[src/verilog/fbe_pkg.sv]
// Package: command codes, bus widths, timing counts and carrier types for the flash host
package fbe_pkg;
    localparam int          ADDR_W          = 20;
    localparam int          DATA_W          = 16;
    // Command values
    localparam logic [7:0]  CMD_UNLOCK1     = 8'haa;
    localparam logic [7:0]  CMD_UNLOCK2     = 8'h55;
    localparam logic [7:0]  CMD_BYPASS      = 8'h20;
    localparam logic [7:0]  CMD_PROG        = 8'ha0;
    localparam logic [7:0]  CMD_BYP_EXIT1   = 8'h90;
    localparam logic [7:0]  CMD_BYP_EXIT2   = 8'h00;
    localparam logic [7:0]  CMD_RESET       = 8'hf0;
    localparam logic [7:0]  CMD_ERASE_SETUP = 8'h80;
    localparam logic [7:0]  CMD_CHIP_ERASE  = 8'h10;
    localparam logic [7:0]  CMD_SECT_ERASE  = 8'h30;
    localparam logic [7:0]  CMD_SUSPEND     = 8'hb0;
    localparam logic [7:0]  CMD_RESUME      = 8'h30;
    localparam logic [7:0]  CMD_AUTOSEL     = 8'h90;
    // Unlock addresses (word mode)
    localparam logic [19:0] ADDR_UNLOCK1    = 20'h00555;
    localparam logic [19:0] ADDR_UNLOCK2    = 20'h002aa;
    // Sector select field
    localparam int          SECT_HI         = 18;
    localparam int          SECT_LO         = 12;
    // Status bit positions
    localparam int          BIT_POLL        = 7;
    localparam int          BIT_TOGGLE      = 6;
    localparam int          BIT_WINDOW      = 3;
    localparam int          BIT_ETOGGLE     = 2;
    // Timing
    localparam int          CLK_MHZ         = 50;
    localparam int          WIN_US          = 50;
    localparam int          SUSP_US         = 35;
    localparam int          CLK_NS          = 1000 / CLK_MHZ;
    // Gap between additional sector writes: must stay under the window, so round down
    localparam int          WIN_CYC         = WIN_US * CLK_MHZ;
    // Worst case suspend latency
    localparam int          SUSP_CYC        = SUSP_US * CLK_MHZ;
    // Write pulse: low and high phases
    localparam int          WE_LO_NS        = 40;
    localparam int          WE_HI_NS        = 40;
    localparam int          WE_LO_CYC       = (WE_LO_NS + CLK_NS - 1) / CLK_NS;
    localparam int          WE_HI_CYC       = (WE_HI_NS + CLK_NS - 1) / CLK_NS;
    localparam int          RD_NS           = 80;
    localparam int          RD_CYC          = (RD_NS + CLK_NS - 1) / CLK_NS;

    typedef enum logic [3:0] {
        OP_BYP_ENTER  = 4'h0,
        OP_BYP_PROG   = 4'h1,
        OP_BYP_EXIT   = 4'h2,
        OP_BYP_RESET  = 4'h3,
        OP_CHIP_ERASE = 4'h4,
        OP_SECT_ERASE = 4'h5,
        OP_SECT_ADD   = 4'h6,
        OP_SUSPEND    = 4'h7,
        OP_RESUME     = 4'h8,
        OP_AUTOSEL    = 4'h9,
        OP_RESET      = 4'ha,
        OP_READ       = 4'hb
    } fbe_op_e;

    typedef struct packed {
        fbe_op_e             op;
        logic [ADDR_W-1:0]   addr;
        logic [DATA_W-1:0]   data;
    } fbe_req_s;

    typedef struct packed {
        logic [ADDR_W-1:0]   addr;
        logic [DATA_W-1:0]   data;
    } fbe_cycle_s;
endpackage

[src/verilog/fbe_host.sv]
// Host controller issuing bypass, erase and suspend sequences to a parallel NOR flash
module fbe_host #(
    parameter int WIN_CYC  = fbe_pkg::WIN_CYC,
    parameter int SUSP_CYC = fbe_pkg::SUSP_CYC
) (
    input  wire logic                          clk,
    input  wire logic                          srst,
    // User side
    input  wire logic                          req_valid,
    input  wire fbe_pkg::fbe_req_s             req,
    output logic                               req_ready,
    output logic                               resp_valid,
    output logic [fbe_pkg::DATA_W-1:0]         resp_data,
    output logic                               resp_err,
    output logic                               in_bypass,
    output logic                               erasing,
    output logic                               suspended,
    output logic                               window_open,
    // Flash pins
    output logic [fbe_pkg::ADDR_W-1:0]         flash_addr,
    output logic [fbe_pkg::DATA_W-1:0]         flash_dq_out,
    output logic                               flash_dq_oe,
    input  wire logic [fbe_pkg::DATA_W-1:0]    flash_dq_in,
    output logic                               flash_ce_n,
    output logic                               flash_we_n,
    output logic                               flash_oe_n,
    output logic                               flash_reset_n,
    input  wire logic                          ready_busy_n_pin
);
    typedef enum logic [2:0] {
        HS_IDLE = 3'b000,
        HS_SEQ  = 3'b001,
        HS_WAIT = 3'b011,
        HS_DONE = 3'b010,
        HS_RST  = 3'b110
    } fbe_hs_e;

    fbe_hs_e              st;
    fbe_pkg::fbe_req_s    cur;
    logic [2:0]           idx;
    logic [2:0]           nseq;
    logic                 bc_busy;
    logic                 bc_done;
    logic                 bc_start;
    logic                 bc_read;
    logic [15:0]          bc_rdata;
    fbe_pkg::fbe_cycle_s  cyc;
    logic [2:0]           rb_sync;
    logic                 rb_ready;
    logic [31:0]          gap_cnt;
    logic [31:0]          sus_cnt;
    logic                 erase_kind;

    // Ready/busy pin synchroniser; change taken once stages two and three agree
    always_ff @(posedge clk) begin
        if (srst) begin
            rb_sync  <= 3'b111;
            rb_ready <= 1'b1;
        end else begin
            rb_sync <= {rb_sync[1:0], ready_busy_n_pin};
            if (rb_sync[1] == rb_sync[2]) begin
                rb_ready <= rb_sync[2];
            end
        end
    end

    // Legality of a request against current mode
    wire op_legal =
        in_bypass ? (req.op == fbe_pkg::OP_BYP_PROG  || req.op == fbe_pkg::OP_BYP_EXIT ||
                     req.op == fbe_pkg::OP_BYP_RESET)
      : suspended ? (req.op == fbe_pkg::OP_RESUME || req.op == fbe_pkg::OP_READ ||
                     req.op == fbe_pkg::OP_AUTOSEL || req.op == fbe_pkg::OP_RESET)
      : window_open ? (req.op == fbe_pkg::OP_SECT_ADD || req.op == fbe_pkg::OP_SUSPEND)
      : erasing ? (req.op == fbe_pkg::OP_SUSPEND && erase_kind)
      : (req.op != fbe_pkg::OP_BYP_PROG && req.op != fbe_pkg::OP_BYP_EXIT &&
         req.op != fbe_pkg::OP_BYP_RESET && req.op != fbe_pkg::OP_SECT_ADD &&
         req.op != fbe_pkg::OP_SUSPEND && req.op != fbe_pkg::OP_RESUME);

    // Cycle count per operation
    always_comb begin
        case (cur.op)
            fbe_pkg::OP_BYP_ENTER:  nseq = 3'd3;
            fbe_pkg::OP_BYP_PROG:   nseq = 3'd2;
            fbe_pkg::OP_BYP_EXIT:   nseq = 3'd2;
            fbe_pkg::OP_CHIP_ERASE: nseq = 3'd6;
            fbe_pkg::OP_SECT_ERASE: nseq = 3'd6;
            fbe_pkg::OP_AUTOSEL:    nseq = 3'd3;
            default:                nseq = 3'd1;
        endcase
    end

    // Address and data of cycle idx
    wire [19:0] sect_addr = {1'b0, cur.addr[fbe_pkg::SECT_HI:fbe_pkg::SECT_LO], 12'h000};
    always_comb begin
        cyc.addr = cur.addr;
        cyc.data = 16'h0000;
        if (cur.op == fbe_pkg::OP_BYP_PROG) begin
            cyc.data = (idx == 3'd0) ? {8'h00, fbe_pkg::CMD_PROG} : cur.data;
        end else if (cur.op == fbe_pkg::OP_BYP_EXIT) begin
            cyc.data = {8'h00, (idx == 3'd0) ? fbe_pkg::CMD_BYP_EXIT1 : fbe_pkg::CMD_BYP_EXIT2};
        end else if (cur.op == fbe_pkg::OP_BYP_RESET || cur.op == fbe_pkg::OP_RESET) begin
            cyc.data = {8'h00, fbe_pkg::CMD_RESET};
        end else if (cur.op == fbe_pkg::OP_SECT_ADD) begin
            cyc.addr = sect_addr;
            cyc.data = {8'h00, fbe_pkg::CMD_SECT_ERASE};
        end else if (cur.op == fbe_pkg::OP_SUSPEND) begin
            cyc.data = {8'h00, fbe_pkg::CMD_SUSPEND};
        end else if (cur.op == fbe_pkg::OP_RESUME) begin
            cyc.data = {8'h00, fbe_pkg::CMD_RESUME};
        end else if (cur.op == fbe_pkg::OP_READ) begin
            cyc.data = 16'h0000;
        end else if (idx == 3'd0 || idx == 3'd3) begin
            cyc.addr = fbe_pkg::ADDR_UNLOCK1;
            cyc.data = {8'h00, fbe_pkg::CMD_UNLOCK1};
        end else if (idx == 3'd1 || idx == 3'd4) begin
            cyc.addr = fbe_pkg::ADDR_UNLOCK2;
            cyc.data = {8'h00, fbe_pkg::CMD_UNLOCK2};
        end else if (idx == 3'd2) begin
            cyc.addr = fbe_pkg::ADDR_UNLOCK1;
            cyc.data = {8'h00, (cur.op == fbe_pkg::OP_BYP_ENTER) ? fbe_pkg::CMD_BYPASS :
                       (cur.op == fbe_pkg::OP_AUTOSEL) ? fbe_pkg::CMD_AUTOSEL :
                       fbe_pkg::CMD_ERASE_SETUP};
        end else if (cur.op == fbe_pkg::OP_CHIP_ERASE) begin
            cyc.addr = fbe_pkg::ADDR_UNLOCK1;
            cyc.data = {8'h00, fbe_pkg::CMD_CHIP_ERASE};
        end else begin
            cyc.addr = sect_addr;
            cyc.data = {8'h00, fbe_pkg::CMD_SECT_ERASE};
        end
    end

    assign bc_read = (cur.op == fbe_pkg::OP_READ);
    assign bc_start = (st == HS_SEQ) && !bc_busy && !bc_done;

    fbe_bus_cycle u_cycle (
        .clk     (clk),
        .srst    (srst),
        .start   (bc_start),
        .is_read (bc_read),
        .cyc     (cyc),
        .busy    (bc_busy),
        .done    (bc_done),
        .rdata   (bc_rdata),
        .addr    (flash_addr),
        .dq_out  (flash_dq_out),
        .dq_oe   (flash_dq_oe),
        .dq_in   (flash_dq_in),
        .ce_n    (flash_ce_n),
        .we_n    (flash_we_n),
        .oe_n    (flash_oe_n)
    );

    wire last_cyc = bc_done && (idx == nseq - 3'd1);
    // Our count lags the device timer by a write's latency; close early by twice that plus 8 cycles
    localparam int WIN_MARGIN = 2 * (fbe_pkg::WE_LO_CYC + fbe_pkg::WE_HI_CYC) + 8;
    wire win_exp  = (gap_cnt >= 32'(WIN_CYC - WIN_MARGIN) - 32'd1);

    always_ff @(posedge clk) begin
        if (srst) begin
            st            <= HS_RST;
            cur           <= '0;
            idx           <= 3'd0;
            req_ready     <= 1'b0;
            resp_valid    <= 1'b0;
            resp_data     <= '0;
            resp_err      <= 1'b0;
            in_bypass     <= 1'b0;
            erasing       <= 1'b0;
            suspended     <= 1'b0;
            window_open   <= 1'b0;
            erase_kind    <= 1'b0;
            gap_cnt       <= 32'd0;
            sus_cnt       <= 32'd0;
            flash_reset_n <= 1'b0;
        end else begin
            resp_valid <= 1'b0;
            resp_err   <= 1'b0;
            if (window_open) begin
                gap_cnt <= gap_cnt + 32'd1;
                if (win_exp) begin
                    window_open <= 1'b0;
                end
            end
            // Erase end seen on the pin returns both sides to array read
            if (erasing && !window_open && !suspended && rb_ready && sus_cnt == 32'd0
                && gap_cnt >= 32'(WIN_CYC) + 32'd8) begin
                erasing <= 1'b0;
            end else if (erasing && !window_open) begin
                gap_cnt <= gap_cnt + 32'd1;
            end
            if (sus_cnt != 32'd0) begin
                sus_cnt <= sus_cnt - 32'd1;
            end
            case (st)
                HS_RST: begin
                    flash_reset_n <= 1'b1;
                    req_ready     <= 1'b1;
                    st            <= HS_IDLE;
                end
                HS_IDLE: begin
                    if (req_valid && sus_cnt == 32'd0) begin
                        req_ready <= 1'b0;
                        if (op_legal) begin
                            cur <= req;
                            idx <= 3'd0;
                            st  <= HS_SEQ;
                        end else begin
                            resp_valid <= 1'b1;
                            resp_err   <= 1'b1;
                            st         <= HS_DONE;
                        end
                    end
                end
                HS_SEQ: begin
                    if (bc_done) begin
                        idx <= idx + 3'd1;
                        if (last_cyc) begin
                            st <= HS_WAIT;
                        end
                    end
                end
                HS_WAIT: begin
                    resp_valid <= 1'b1;
                    resp_data  <= bc_rdata;
                    st         <= HS_DONE;
                    case (cur.op)
                        fbe_pkg::OP_BYP_ENTER: in_bypass <= 1'b1;
                        fbe_pkg::OP_BYP_EXIT,
                        fbe_pkg::OP_BYP_RESET: in_bypass <= 1'b0;
                        fbe_pkg::OP_CHIP_ERASE: begin
                            erasing    <= 1'b1;
                            erase_kind <= 1'b0;
                            gap_cnt    <= 32'd0;
                        end
                        fbe_pkg::OP_SECT_ERASE, fbe_pkg::OP_SECT_ADD: begin
                            erasing     <= 1'b1;
                            erase_kind  <= 1'b1;
                            window_open <= 1'b1;
                            gap_cnt     <= 32'd0;
                        end
                        fbe_pkg::OP_SUSPEND: begin
                            window_open <= 1'b0;
                            suspended   <= 1'b1;
                            // Window suspend is immediate, active erase needs the latency
                            sus_cnt     <= window_open ? 32'd0 : 32'(SUSP_CYC);
                        end
                        fbe_pkg::OP_RESUME: begin
                            suspended <= 1'b0;
                            gap_cnt   <= 32'(WIN_CYC);
                        end
                        fbe_pkg::OP_RESET: if (!suspended) begin
                            erasing <= 1'b0;
                        end
                        default: ;
                    endcase
                end
                HS_DONE: begin
                    // Ready stays low until the suspend latency has run out
                    if (sus_cnt <= 32'd1) begin
                        req_ready <= 1'b1;
                        st        <= HS_IDLE;
                    end
                end
                default: st <= HS_IDLE;
            endcase
        end
    end

    // Checks
    property p_bypass_excl;
        @(posedge clk) disable iff (srst) in_bypass |-> !erasing;
    endproperty
    a_bypass_excl: assert property (p_bypass_excl)
        else $error("bypass and erase together");
    property p_bypass_enter;
        @(posedge clk) disable iff (srst)
        (st == HS_WAIT && cur.op == fbe_pkg::OP_BYP_ENTER) |=> in_bypass;
    endproperty
    a_bypass_enter: assert property (p_bypass_enter)
        else $error("bypass not entered");
    property p_no_suspend_chip;
        @(posedge clk) disable iff (srst)
        (st == HS_SEQ && cur.op == fbe_pkg::OP_SUSPEND) |-> erase_kind;
    endproperty
    a_no_suspend_chip: assert property (p_no_suspend_chip)
        else $error("suspend during chip erase");
    property p_window_bound;
        @(posedge clk) disable iff (srst)
        window_open |-> gap_cnt < 32'(WIN_CYC - WIN_MARGIN);
    endproperty
    a_window_bound: assert property (p_window_bound)
        else $error("window overran");
    property p_suspend_wait;
        @(posedge clk) disable iff (srst)
        sus_cnt != 32'd0 |-> !req_ready && !(st == HS_SEQ && $rose(st == HS_SEQ));
    endproperty
    a_suspend_wait: assert property (p_suspend_wait)
        else $error("command during suspend latency");
    property p_resume_clear;
        @(posedge clk) disable iff (srst)
        (st == HS_WAIT && cur.op == fbe_pkg::OP_RESUME) |=> !suspended;
    endproperty
    a_resume_clear: assert property (p_resume_clear)
        else $error("resume failed");
    property p_chip_six;
        @(posedge clk) disable iff (srst)
        (st == HS_SEQ && cur.op == fbe_pkg::OP_CHIP_ERASE && last_cyc) |-> idx == 3'd5;
    endproperty
    a_chip_six: assert property (p_chip_six)
        else $error("chip erase length");
    property p_sect_addr;
        @(posedge clk) disable iff (srst)
        (cur.op == fbe_pkg::OP_SECT_ADD) |->
            cyc.addr[11:0] == 12'h000 && cyc.data == {8'h00, fbe_pkg::CMD_SECT_ERASE};
    endproperty
    a_sect_addr: assert property (p_sect_addr)
        else $error("sector address bits");
    c_bypass: cover property (@(posedge clk) $rose(in_bypass));
    c_suspend: cover property (@(posedge clk) $rose(suspended));
    c_erase_end: cover property (@(posedge clk) $fell(erasing));
endmodule

[src/verilog/fbe_bus_cycle.sv]
// Single asynchronous bus cycle engine: one write pulse or one read on the flash pins
module fbe_bus_cycle #(
    parameter int LO_CYC = fbe_pkg::WE_LO_CYC,
    parameter int HI_CYC = fbe_pkg::WE_HI_CYC,
    parameter int RD_CYC = fbe_pkg::RD_CYC
) (
    input  wire logic                          clk,
    input  wire logic                          srst,
    input  wire logic                          start,
    input  wire logic                          is_read,
    input  wire fbe_pkg::fbe_cycle_s           cyc,
    output logic                               busy,
    output logic                               done,
    output logic [fbe_pkg::DATA_W-1:0]         rdata,
    output logic [fbe_pkg::ADDR_W-1:0]         addr,
    output logic [fbe_pkg::DATA_W-1:0]         dq_out,
    output logic                               dq_oe,
    input  wire logic [fbe_pkg::DATA_W-1:0]    dq_in,
    output logic                               ce_n,
    output logic                               we_n,
    output logic                               oe_n
);
    typedef enum logic [1:0] {
        BC_IDLE = 2'b00,
        BC_LOW  = 2'b01,
        BC_HIGH = 2'b11
    } fbe_bc_e;

    fbe_bc_e     st;
    logic [7:0]  cnt;
    logic        last;

    assign last = (cnt == 8'h01);

    always_ff @(posedge clk) begin
        if (srst) begin
            st     <= BC_IDLE;
            cnt    <= 8'h00;
            busy   <= 1'b0;
            done   <= 1'b0;
            rdata  <= '0;
            addr   <= '0;
            dq_out <= '0;
            dq_oe  <= 1'b0;
            ce_n   <= 1'b1;
            we_n   <= 1'b1;
            oe_n   <= 1'b1;
        end else begin
            done <= 1'b0;
            case (st)
                BC_IDLE: begin
                    if (start) begin
                        st     <= BC_LOW;
                        busy   <= 1'b1;
                        addr   <= cyc.addr;
                        dq_out <= cyc.data;
                        dq_oe  <= !is_read;
                        ce_n   <= 1'b0;
                        we_n   <= is_read;
                        oe_n   <= !is_read;
                        cnt    <= is_read ? 8'(RD_CYC) : 8'(LO_CYC);
                    end
                end
                BC_LOW: begin
                    if (last) begin
                        // Data latched by the device on this rising edge
                        st    <= BC_HIGH;
                        we_n  <= 1'b1;
                        oe_n  <= 1'b1;
                        ce_n  <= 1'b1;
                        rdata <= dq_in;
                        cnt   <= 8'(HI_CYC);
                    end else begin
                        cnt <= cnt - 8'h01;
                    end
                end
                BC_HIGH: begin
                    // Hold data a little past the edge before releasing the bus
                    dq_oe <= 1'b0;
                    if (last) begin
                        st   <= BC_IDLE;
                        busy <= 1'b0;
                        done <= 1'b1;
                    end else begin
                        cnt <= cnt - 8'h01;
                    end
                end
                default: st <= BC_IDLE;
            endcase
        end
    end
endmodule

[config.mk]
export PLATFORM = sky130hd
export DESIGN_NAME = fbe_host
export DESIGN_NICKNAME = d
export VERILOG_FILES = /design/src/verilog/fbe_pkg.sv /design/src/verilog/fbe_host.sv /design/src/verilog/fbe_bus_cycle.sv
export SDC_FILE = /design/constraint.sdc
export NUM_CORES = 1
export LEC_CHECK = 0
export BUFFER_PORTS_ARGS = -buffer_cell sky130_fd_sc_hd__buf_2
export CAP_MARGIN = 40
export CORE_MARGIN = 1.5
export CORE_UTILIZATION = 40
export CTS_CLUSTER_DIAMETER = 30
export DETAILED_ROUTE_END_ITERATION = 10
export GPL_TIMING_DRIVEN = 0
export PLACE_DENSITY = 0.62
export RECOVER_POWER = 25
export SLEW_MARGIN = 20
export SYNTH_ARGS = -nofsm -noshare
export SYNTH_HDL_FRONTEND = slang
export SYNTH_SLANG_ARGS = --single-unit
[constraint.sdc]
create_clock -name clk -period 2.65 [get_ports clk]
set_clock_uncertainty 0.15 [all_clocks]
set_input_delay 0 -clock clk [delete_from_list [all_inputs] [get_ports clk]]
set_output_delay 0 -clock clk [all_outputs]
set_load 0.03 [all_outputs]
* Word level (Yosys, flattened, before mapping)
Index checks and enable logic that the tools add are counted.
Cells by class: add/sub/neg operators 5, order comparisons 3, equal/unequal tests 48, muxes and demuxes 83, bitwise logic cells 2, reduce and logical (&&, ||, !) cells 65
Operators with widths (count):
- $mux 32 | 7
- $mux 36 | 4
- $mux 20 | 6
- $mux 16 | 7
- $ge 32x12->1 const B | 2
- $pmux 32 s2 | 1
- $mux 8 | 5
- $mux 35 | 1
- $add 32x1->32 const B | 1
- $eq 4x4->1 const B | 8
- $le 32x1->1 const B | 1
- $logic_not 32->1 | 1
- $reduce_bool 32->1 | 1
- $sub 32x1->32 const B | 1
- $eq 4x3->1 const B | 6
- $mux 3 | 8
- $pmux 8 s3 | 1
- $pmux 1 s2 | 11
- $mux 1 | 21
- $reduce_and 3->1 | 6
- $eq 4x2->1 const B | 4
- $logic_and 1x1->1 | 15
- $reduce_or 2->1 | 7
- $eq 3x2->1 const B | 4
- 36 further kinds | 77
Storage, ports and cells: register bits after elaboration 207, output and inout port bits 64

* Longest topological paths before layout
Gate-level depths: netlist of run 1.
depth after elaboration 13, gate-level depth with buffers 10, mapped depth without buffers 8

* Cells and area by module
From an unflattened synthesis of run 1, not the netlist that was laid out.
Unflattened totals: cell total of the unflattened synthesis 1163, area, all modules 9645.5 um^2
By module, submodules not included:
- fbe_host | instances 1, cells each 865, area each 7059.3 um^2, sequential area each 2782.7 um^2
- fbe_bus_cycle | instances 1, cells each 298, area each 2586.2 um^2, sequential area each 1361.3 um^2

* Least setup slack after synthesis of run 1
No wires, ideal clock.
kind register to register, start register gap_cnt[12], end register gap_cnt[25], library setup time 0.116 ns, arrival 2.090 ns, setup slack 0.294 ns, cell stages (with the launch flop) 8, path buffers 1, cell sequence dfxtp_1 -> buf_6 -> or4_4 -> nand2b_4 -> a211o_2 -> a21boi_0 -> a21oi_1 -> a31o_2
Between the ends: longest elaborated chain between the ends 6, elaborated cells on any way between the ends 8, classes of those cells 1 x add/sub; 1 x order compare; 5 x mux; 1 x reduce/logical
Ends and longest elaborated chain:
- from (decl) | line fbe_host.sv:50 | logic [31:0] gap_cnt;
- from (signal assigned) | line fbe_host.sv:179 | gap_cnt <= gap_cnt + 32'd1;
- from (signal assigned) | line fbe_host.sv:189 | gap_cnt <= gap_cnt + 32'd1;
- from (signal assigned) | line fbe_host.sv:249 | gap_cnt <= 32'(WIN_CYC);
- $add 32x1->32 | line fbe_host.sv:179, fbe_host.sv:189
- $mux 32 | line fbe_host.sv:178 | if (window_open) begin
- $mux 32 | line fbe_host.sv:188 | end else if (erasing && !window_open) begin
- $mux 32 (*) | line fbe_host.sv:185 | if (erasing && !window_open && !suspended && rb_ready && sus_cnt == 32'd0
- $pmux 32 s2 | line fbe_host.sv:226 | case (cur.op)
- $mux 32 (*) | line fbe_host.sv:194 | case (st)
Every way passes the cells marked *; elsewhere a longest branch is shown, timed or not. A chain may end at the register's enable or synchronous reset.

* Worst setup path in the final report of run 1
Same ends and word-level chain as after synthesis.

==> metrics.txt, run 1 <==
initial antenna violation count 0; Syn Nets 1220; Rows 55; Die Area 23980 sq um; Pins Over Slew Limit 0; total placed cells including tap cells 1559; final hold vios 0; type of origin of the critical path flip-flop; sequential-to-total area share from yosys stat 44.93%; CTS buffer count 48; core area 22640 sq um; Crit. End Element flip-flop; post-synth top area share 44.93%; Synth Register Bits 207; EDFF count, synth 0; DR WL/cell 15.70 microns; warnings from Yosys 0; fin cells 1704; Fin Setup TNS 0 ns; Reg-to-Reg Start gap_cnt[12]; Die Y 154.8 microns; root buf cell clkbuf_16; area added between synthesis and finish 35.22%; min Tclk post-route 2.525 ns; Synth Cell Area 9223 sq um; Critical Path Start gap_cnt[12]; PortBufs 123; synth top area cells dfxtp_1 45%, nand2_1 9.1%, a21oi_1 7.9%; GR Util All Layers 22.18%; slew of the pin with the lowest slew margin 0.7621 ns; Fmax achieved 396.1 MHz; synth unique cells 74; CTS max path bufs 3; Starting Density 40.74%; Tightest Hold Check Type primary input to flip-flop; worst setup path class flip-flop to flip-flop; clk_lat worst skew 0.55 ns; CP Max Fanout 9; ys flop type dfxtp_1; area leader, netlist dfxtp_1; pwr dens 934.2 nW/um^2; DRC 0; Rel. slew slack 49.14%; TritonCTS clock tree yes; largest net degree at the start of global routing 15; total chip power 11.65 mW; number of nets in the layout 1457; clock slew at reported path FFs 0.04 ns; vias per inst 5.330; GR Overflow Total 0; antenna viol nets, final 0; vias in the first global route 8742; # H-tree levels 2; routability cong. 0.9032; average cell area after synthesis 8.027 sq um; vias 9083; antenna fix cells 0; total I/O pin count 124; final wirelength 26750 microns; maximum vdd drop 0.0004913 V; top cells by count, synth 223 x nand2_1, 207 x dfxtp_1, 145 x a21oi_1, 98 x nor2_1, 51 x clkbuf_1; Final Cycle Share 95.27%; 1st-pass router iterations 5; count leader, synth nand2_1; Worst Path Required 2.92 ns; dpl hpwl 18080 microns; Sink Count 207; result of the run complete, no violations; Final Setup Violations 0; reg2reg setup slack 0.13 ns; Chip Width 154.8 microns; Layout Utilization 55.08%; leakage power 4.487 nW; layout cells sized above 1 14.52%; HP Start ready_busy_n_pin; Post-Synthesis Cells 1149; Max-Cap Viols 0; first-pass GRT wire length 43320 microns; drt first-iter violations 436; CP Data Arrival Time 2.80 ns; ys async rst share 0%
logic make-up (layout without fill, tap and decap cells):
family / Yosys count / in the layout / share of synthesized area [%]
XOR/XNOR: 34 / 34 / 3.229
AO/OA/AOI/OAI: 276 / 276 / 17.91
buffers and inverters: 83 / 353 / 3.771
multiplexers: 5 / 5 / 0.5562
AND/OR/NAND/NOR: 533 / 533 / 28.11
adder cells (fa/ha/maj): 11 / 11 / 1.492
flip-flops: 207 / 207 / 44.93
stage by stage:
| stage | worst slack, ns | instance area [sq um] | hold slack (ns) |
|---|---|---|---|
| after global placement | -0.3341 | 10190 | 0.05540 |
| after CTS | 0.002526 | 12460 | 0.02845 |
| final | 0.1253 | 12470 | 0.03937 |
| after floorplan | 0.2943 | 9223 | -0.05962 |
| after detailed placement | -0.2562 | 10200 | 0.05081 |
| after global routing | -0.007502 | 12470 | 0.05450 |
power breakdown:
| group | internal [mW] | switching (mW) |
|---|---|---|
| clock network | 3.85 | 1.81 |
| logic | 0.963 | 1.40 |
| registers | 3.36 | 0.269 |
| total | 8.17 | 3.48 |
final timing paths:
path,to,cells past startpoint
worst min register to register,rb_sync[1],1
worst max-delay path,gap_cnt[25],7
worst max register to register,gap_cnt[25],7
worst min-delay path,rb_sync[0],3
what timing repair did:
action | in CTS | in global routing
setup endpoints to repair | 97 | 115
pin swaps | 3 | 3
hold buffers | 59 | 0
resized for setup | 11 | 37
endpoints found under the hold margin | 77 | 0
setup buffers | 3 | 1
flip-flops by register name (all words and copies together), names as in the netlist, 2 cells and up:
register        cells
u_cycle.cnt         8
sus_cnt            32
gap_cnt            32
u_cycle.st          2
rb_sync             3
st                  3
cur                40
u_cycle.dq_out     16
u_cycle.addr       20
idx                 3
resp_data          16
u_cycle.rdata      16
critical path, cell delays in order, from the launching register on:
cell,delay (ns)
dfxtp_1,0.30
buf_6,0.13
or4_4,0.52
nand2b_4,0.18
a211o_2,0.35
a21boi_1,0.42
a21oi_1,0.14
a31o_2,0.23
area by class of cell:
class / count / area (sq um)
clock inverters: 23 / 277.8
clock buffers: 60 / 1306
flip-flops and latches: 207 / 4144
fillers: 2108 / 10170
plain buffers: 64 / 299.0
multi-input cells: 859 / 4848
inverters: 18 / 67.56
well taps: 285 / 356.6
repair buffers: 188 / 1171
cells in the final DEF (no fill, tap or decap), drive strengths merged, types with 10 or more instances in the layout:
cell type / count
nand2: 223
dfxtp: 207
clkbuf: 177
a21oi: 145
nor2: 98
buf: 76
dlygate4sd3: 59
o21ai: 50
nand3: 36
nand4: 26
or3: 25
nor4: 21
xor2: 20
a211oi: 20
inv: 19
nor3: 18
clkinv: 16
nand2b: 15
and3: 14
xnor2: 14
or4: 11
ha: 11
o31ai: 10
per-layer routing:
| layer | vias up | wire length, microns | GRT usage, % |
|---|---|---|---|
| li1 | 4547 | - | - |
| met1 | 4252 | 12360 | 28.13 |
| met2 | 237 | 12450 | 37.60 |
| met3 | 47 | 1450 | 4.791 |
| met4 | 0 | 489 | 7.005 |
| met5 | - | 0 | 0 |
(Power assumes the default switching activity.)
==> run 2: changes to the inputs <==
--- a/config.mk
+++ b/config.mk
@@ -17,4 +17,5 @@
 export SLEW_MARGIN = 20
 export SYNTH_ARGS = -nofsm -noshare
 export SYNTH_HDL_FRONTEND = slang
+export SYNTH_HIERARCHICAL = 1
 export SYNTH_SLANG_ARGS = --single-unit
==> run 2 against run 1 <==
Net effect:
- the flow now finishes with violations (negative setup slack)
- final area rose by 10%
- wire length rose by 5.0%
- sequential power fell by 3%
- clock-buffer cell count rose by 4
- area after synthesis rose by 4.6%
- flip-flop and latch count did not move
- register-to-register slack got worse by 0.43 ns
- global-route usage barely moved
- combinational power rose by 22%
- non-clock buffer count rose by 45
- first-iteration DRC count rose by 44%
- utilization rose by 3.2 points
- critical path type unchanged
==> metrics.txt, run 2 <==
pwr dens 912.5 nW/um^2; root buf cell clkbuf_16; Layout Utilization 58.32%; antenna fix cells 0; Reg-to-Reg Start sus_cnt[20]; CP Data Arrival Time 3.22 ns; Metal-1 WL 12460 microns; Synth Register Bits 207; Tightest Hold Check Type primary input to flip-flop; Chip Width 158.3 microns; Crit. End Element flip-flop; min Tclk post-route 2.950 ns; synth unique cells 73; layout cells sized above 1 20.56%; Critical Path Start sus_cnt[20]; type of origin of the critical path flip-flop; number of nets in the layout 1509; Rows 56; antenna viol nets, final 0; dpl hpwl 18230 microns; synth top area cells dfxtp_1 43%, nand2_1 6.7%, mux2i_1 6.1%; PortBufs 122; count leader, synth dfxtp_1; sequential cell area 4153 sq um; Post-Synthesis Cells 1163; commonest non-fill, non-tap cell in the layout dfxtp_1; sequential-to-total area share from yosys stat 42.96%; CP Cell Sequence or4_4 -> or2_4 -> or4_4 -> nor4b_4 -> buf_6 -> buf_12 -> buf_12 -> mux2i_2 -> nor2_1; Die Area 25050 sq um; Fin Setup TNS -9.946 ns; Top delay family on crit path simple AND/OR/NAND/NOR gates; Crit path largest cell delay 0.55 ns; CP Max Fanout 10; # H-tree levels 2; routability cong. 0.8937; hold depth 4; area leader, netlist dfxtp_1; area added between synthesis and finish 42.34%; failing checks negative setup slack; Sink Count 207; final hold vios 0; drt first-iter violations 626; Fmax achieved 339.0 MHz; result of the run finished, violations left; Top reg by flops cur; CTS buffer count 49; Worst Path Required 2.92 ns; GR Util All Layers 22.21%; critical path's slowest cell or4_4; GR Overflow Total 0; commonest non-fill, non-tap cells in the layout 200 x dfxtp_1, 168 x nand2_1, 141 x nor2_1; Rel. slew slack 53.00%; Highest Signal Layer met4; maximum vdd drop 0.0006682 V; average cell area after synthesis 8.294 sq um; clk_lat worst skew 0.54 ns; worst setup path class flip-flop to flip-flop; clock slew at reported path FFs 0.04 ns; final wirelength 28100 microns; leakage power 5.285 nW; fill count 2116; Final Setup Violations 49; core area 23540 sq um; RR Endpoint cur[29]; post-synth top area share 42.96%; Pins Over Slew Limit 0; Starting Density 40.97%; RSZ-0062 raised after global routing yes; Max-Cap Viols 0; total I/O pin count 124; HP Start req[6]; slew of the pin with the lowest slew margin 0.7050 ns; top flop regs cur: 40 flops, gap_cnt: 32 flops, sus_cnt: 32 flops; Synth Cell Area 9646 sq um; Hold EP cur[6]; Final Cycle Share 111.3%; Die Y 158.3 microns; largest net degree at the start of global routing 15; first-pass GRT wire length 44880 microns; met2 wire length 13650 microns; EDFF count, synth 0; Syn Nets 1234; reg2reg setup slack -0.30 ns; max FFs per register 40; Worst R2R Path Depth 9; vias in the first global route 9113; DRC 0; ys flop type dfxtp_1; initial antenna violation count 0; CTS max path bufs 3; Buf+Inv Stages, Crit Path 3; 1st-pass router iterations 5; met3 WL 1403 microns; vias per inst 5.266; ys async rst share 0%; vias 9442; setup slack after layout -0.3002 ns; warnings from Yosys 6; DR WL/cell 15.67 microns; TritonCTS clock tree yes; CP Depth 9; footprint of the multi-input gates 5351 sq um; top cells by count, synth 207 x dfxtp_1, 171 x nand2_1, 141 x nor2_1, 116 x a21oi_1, 59 x mux2i_1
## run 2: worst max-delay path by stage
stage	endpoint	slack, ns
6_report	cur[29]	-0.30
4_1_cts	cur[36]	-0.36
5_1_grt	cur[36]	-0.38
3_5_place_dp	cur[36]	-0.75
3_3_place_gp	cur[22]	-0.71
2_1_floorplan	cur[0]	-0.34
## run 2: timing repair
action                                  4_1_cts  5_1_grt
pin swaps                                    29       20
gates resized for setup                      64       54
endpoints found under the setup margin      135      141
hold endpoints to repair                     65        0
setup buffers                                30       14
gates cloned                                  3        1
hold buffers                                 59        0
## run 2: report_power, final
part	switching, mW	leakage [nW]	internal, mW
clock	1.84	0.826	4.30
sequential	0.194	1.68	3.32
combinational	1.54	2.78	1.33
total	3.58	5.29	8.95
## run 2: final cells by class
cell class                 count  area share, %
multi-input combinational    863          38.98
sequential                   207          30.25
timing repair buffer         231          12.05
clock buffer                  64          9.997
tap                          319          2.907
buffer                        66          2.825
clock inverter                23          2.451
inverter                      20         0.5468
## run 2: kinds of logic (layout without fill, tap and decap cells)
group                      after synthesis  in the layout  share of synthesized area (%)
buffers and inverters                   93            404                          4.203
AOI/OAI and AO/OA                      237            237                          15.35
adders and majority gates               11             11                          1.427
and+or+nand+nor                        522            522                          26.83
DFF                                    207            207                          42.96
xor gates and xnor gates                33             33                          2.996
muxes                                   60             60                          6.239
## run 2: metrics by stage
| stage | area (sq um) | setup slack (ns) | hold WS (ns) | total power, mW | cells |
|---|---|---|---|---|---|
| after CTS | 13550 | -0.3648 | 0.06795 | 12.30 | 1782 |
| after floorplan | 9657 | -0.3371 | -0.04619 | 5.048 | 1163 |
| final | 13730 | -0.3002 | 0.08284 | 12.53 | 1793 |
| after global placement | 10670 | -0.7052 | 0.08339 | 5.470 | 1604 |
| after global routing | 13730 | -0.3801 | 0.09086 | 13.08 | 1793 |
| after detailed placement | 10690 | -0.7495 | 0.08069 | 5.517 | 1606 |
## run 2: tightest hold or removal path, cell delays in order
cell and delay, ns:
dlygate4sd3_1 0.51, buf_2 0.10, mux2i_1 0.05, nor2_1 0.07
## run 2: metal layers
| layer | vias to the layer above | GRT usage [%] |
|---|---|---|
| li1 | 4677 | - |
| met1 | 4466 | 27.96 |
| met2 | 247 | 37.99 |
| met3 | 52 | 4.600 |
| met4 | 0 | 6.943 |
| met5 | - | 0 |
==> run 3: changes to the inputs <==
--- a/config.mk
+++ b/config.mk
@@ -7,7 +7,8 @@
 export LEC_CHECK = 0
 export BUFFER_PORTS_ARGS = -buffer_cell sky130_fd_sc_hd__buf_2
 export CAP_MARGIN = 40
-export CORE_MARGIN = 1.5
+export CORE_ASPECT_RATIO = 1.4
+export CORE_MARGIN = 8
 export CORE_UTILIZATION = 40
 export CTS_CLUSTER_DIAMETER = 30
 export DETAILED_ROUTE_END_ITERATION = 10
==> run 3 against run 2 <==
Net effect:
- the flow still finishes with violations (negative setup slack)
- cell count down 1.5%
- worst hold slack better by 0.023 ns
- via count down 0.58%
- global-route usage down 2.7 points
- non-clock buffer count down 3
- critical path type unchanged
- largest power group unchanged
==> metrics.txt, run 3 (synthesis results as in run 2) <==
result of the run finished, violations left; failing checks negative setup slack; total I/O pin count 124; fin area 13640 sq um; Net Sw Power 3.574 mW; Sink Count 207; pwr dens 896.0 nW/um^2; DRC 0; dpl hpwl 19890 microns; Clk pwr share 45.0%; Top reg by flops cur; vias per inst 5.312; top flop regs cur: 40 flops, gap_cnt: 32 flops, sus_cnt: 32 flops; core area 23810 sq um; final hold vios 0; worst setup path class flip-flop to flip-flop; min Tclk post-route 2.920 ns; Max-Cap Viols 0; CTS max path bufs 3; root buf cell clkbuf_16; switch share 29.24%; final wirelength 29530 microns; maximum vdd drop 0.0006258 V; fin cells 1767; commonest non-fill, non-tap cells in the layout 198 x dfxtp_1, 166 x nand2_1, 140 x nor2_1; area added between synthesis and finish 41.43%; Comb pwr share 26.2%; Die Y 199.7 microns; TritonCTS clock tree yes; Tightest Hold Check Type primary input to flip-flop; Reg power frac 28.8%; Starting Density 40.51%; GR Overflow Total 0; layout cells sized above 1 21.62%; type of origin of the critical path flip-flop; Rel. slew slack 53.39%; Crit. End Element flip-flop; slew of the pin with the lowest slew margin 0.6991 ns; Final Setup Violations 71; DR WL/cell 16.71 microns; Final Cycle Share 110.2%; routability cong. 0.8702; clock slew at reported path FFs 0.05 ns; Die Area 29410 sq um; RSZ-0062 raised after global routing yes; total placed cells including tap cells 1598; clk_lat worst skew 0.52 ns; largest net degree at the start of global routing 15; leakage power 5.193 nW; max FFs per register 40; CP Max Fanout 6; Rows 67; PortBufs 122; GR Util All Layers 19.51%; setup slack after layout -0.2704 ns; 1st-pass router iterations 7; number of nets in the layout 1499; antenna viol nets, final 0; initial antenna violation count 0; # H-tree levels 2; drt first-iter violations 454; first-pass GRT wire length 47420 microns; vias 9387; Fmax achieved 342.4 MHz; antenna fix cells 0; Pins Over Slew Limit 0; commonest non-fill, non-tap cell in the layout dfxtp_1; Chip Width 147.2 microns; vias in the first global route 9398; CP Data Arrival Time 3.14 ns; CTS buffer count 41; fill count 2200; Worst Path Required 2.87 ns; Internal Pwr Total 8.650 mW; area of placed instances 10680 sq um
## run 3: through the flow
step	util [%]	TNS [ns]	total power [mW]	worst slack, ns	hold WS, ns
2_1_floorplan	-	-14.24	5.048	-0.3371	-0.04619
3_3_place_gp	44.76	-51.70	5.490	-0.7341	0.08078
5_1_grt	57.30	-15.91	12.76	-0.3538	0.1098
4_1_cts	56.53	-31.39	12.01	-0.4924	0.08146
6_report	57.30	-10.31	12.22	-0.2704	0.1058
3_5_place_dp	44.85	-47.16	5.524	-0.6489	0.08166
## run 3: repair_timing
action / CTS / global route
hold buffers: 59 / 0
setup endpoints to repair: 136 / 140
pin swaps: 62 / 30
cloned: 5 / 0
setup buffers: 31 / 10
endpoints found under the hold margin: 65 / 0
gates resized for setup: 88 / 70
## run 3: worst paths after layout
check | depth (start not counted) | start | slack (ns) | to
max | 9 | sus_cnt[19] | -0.27 | cur[38]
min | 4 | req[24] | 0.11 | cur[24]
max reg2reg | 9 | sus_cnt[19] | -0.27 | cur[38]
min reg2reg | 1 | rb_sync[0] | 0.26 | rb_sync[1]
## run 3: power groups by stage
stage / registers, mW / clock network, mW / logic, mW
2_1_floorplan: 3.51 / 0 / 1.54
3_3_place_gp: 3.52 / 0 / 1.97
3_5_place_dp: 3.53 / 0 / 1.99
4_1_cts: 3.49 / 5.60 / 2.93
5_1_grt: 3.54 / 5.73 / 3.49
6_report: 3.52 / 5.50 / 3.21
## run 3: final cells by class
type	count	area, sq um	area share [%]
Sequential cell	207	4155	30.46
Clock inverter	21	334.1	2.449
Buffer	67	394.1	2.889
Timing Repair Buffer	227	1640	12.02
Inverter	20	75.07	0.5503
Clock buffer	51	1136	8.328
Multi-Input combinational cell	864	5519	40.46
Tap cell	310	387.9	2.843
## run 3: layer usage
metal / vias to the layer above / share of wire, % / wire [microns] / GRT usage, %
met4: 0 / 3.6 / 1069 / 8.902
met5: - / 0 / 0 / 0
met2: 241 / 51 / 15120 / 35.71
li1: 4635 / - / - / -
met1: 4431 / 40 / 11720 / 20.84
met3: 80 / 5.5 / 1619 / 4.850
## run 3: worst max-delay path, stage by stage, from the launching register on
cell and delay, ns:
dfxtp_2 0.31, or4_4 0.55, or2_4 0.27, or4_4 0.56, nor4b_4 0.24, buf_6 0.21, buf_12 0.12, buf_12 0.12
mux2i_1 0.18, nor2_1 0.05
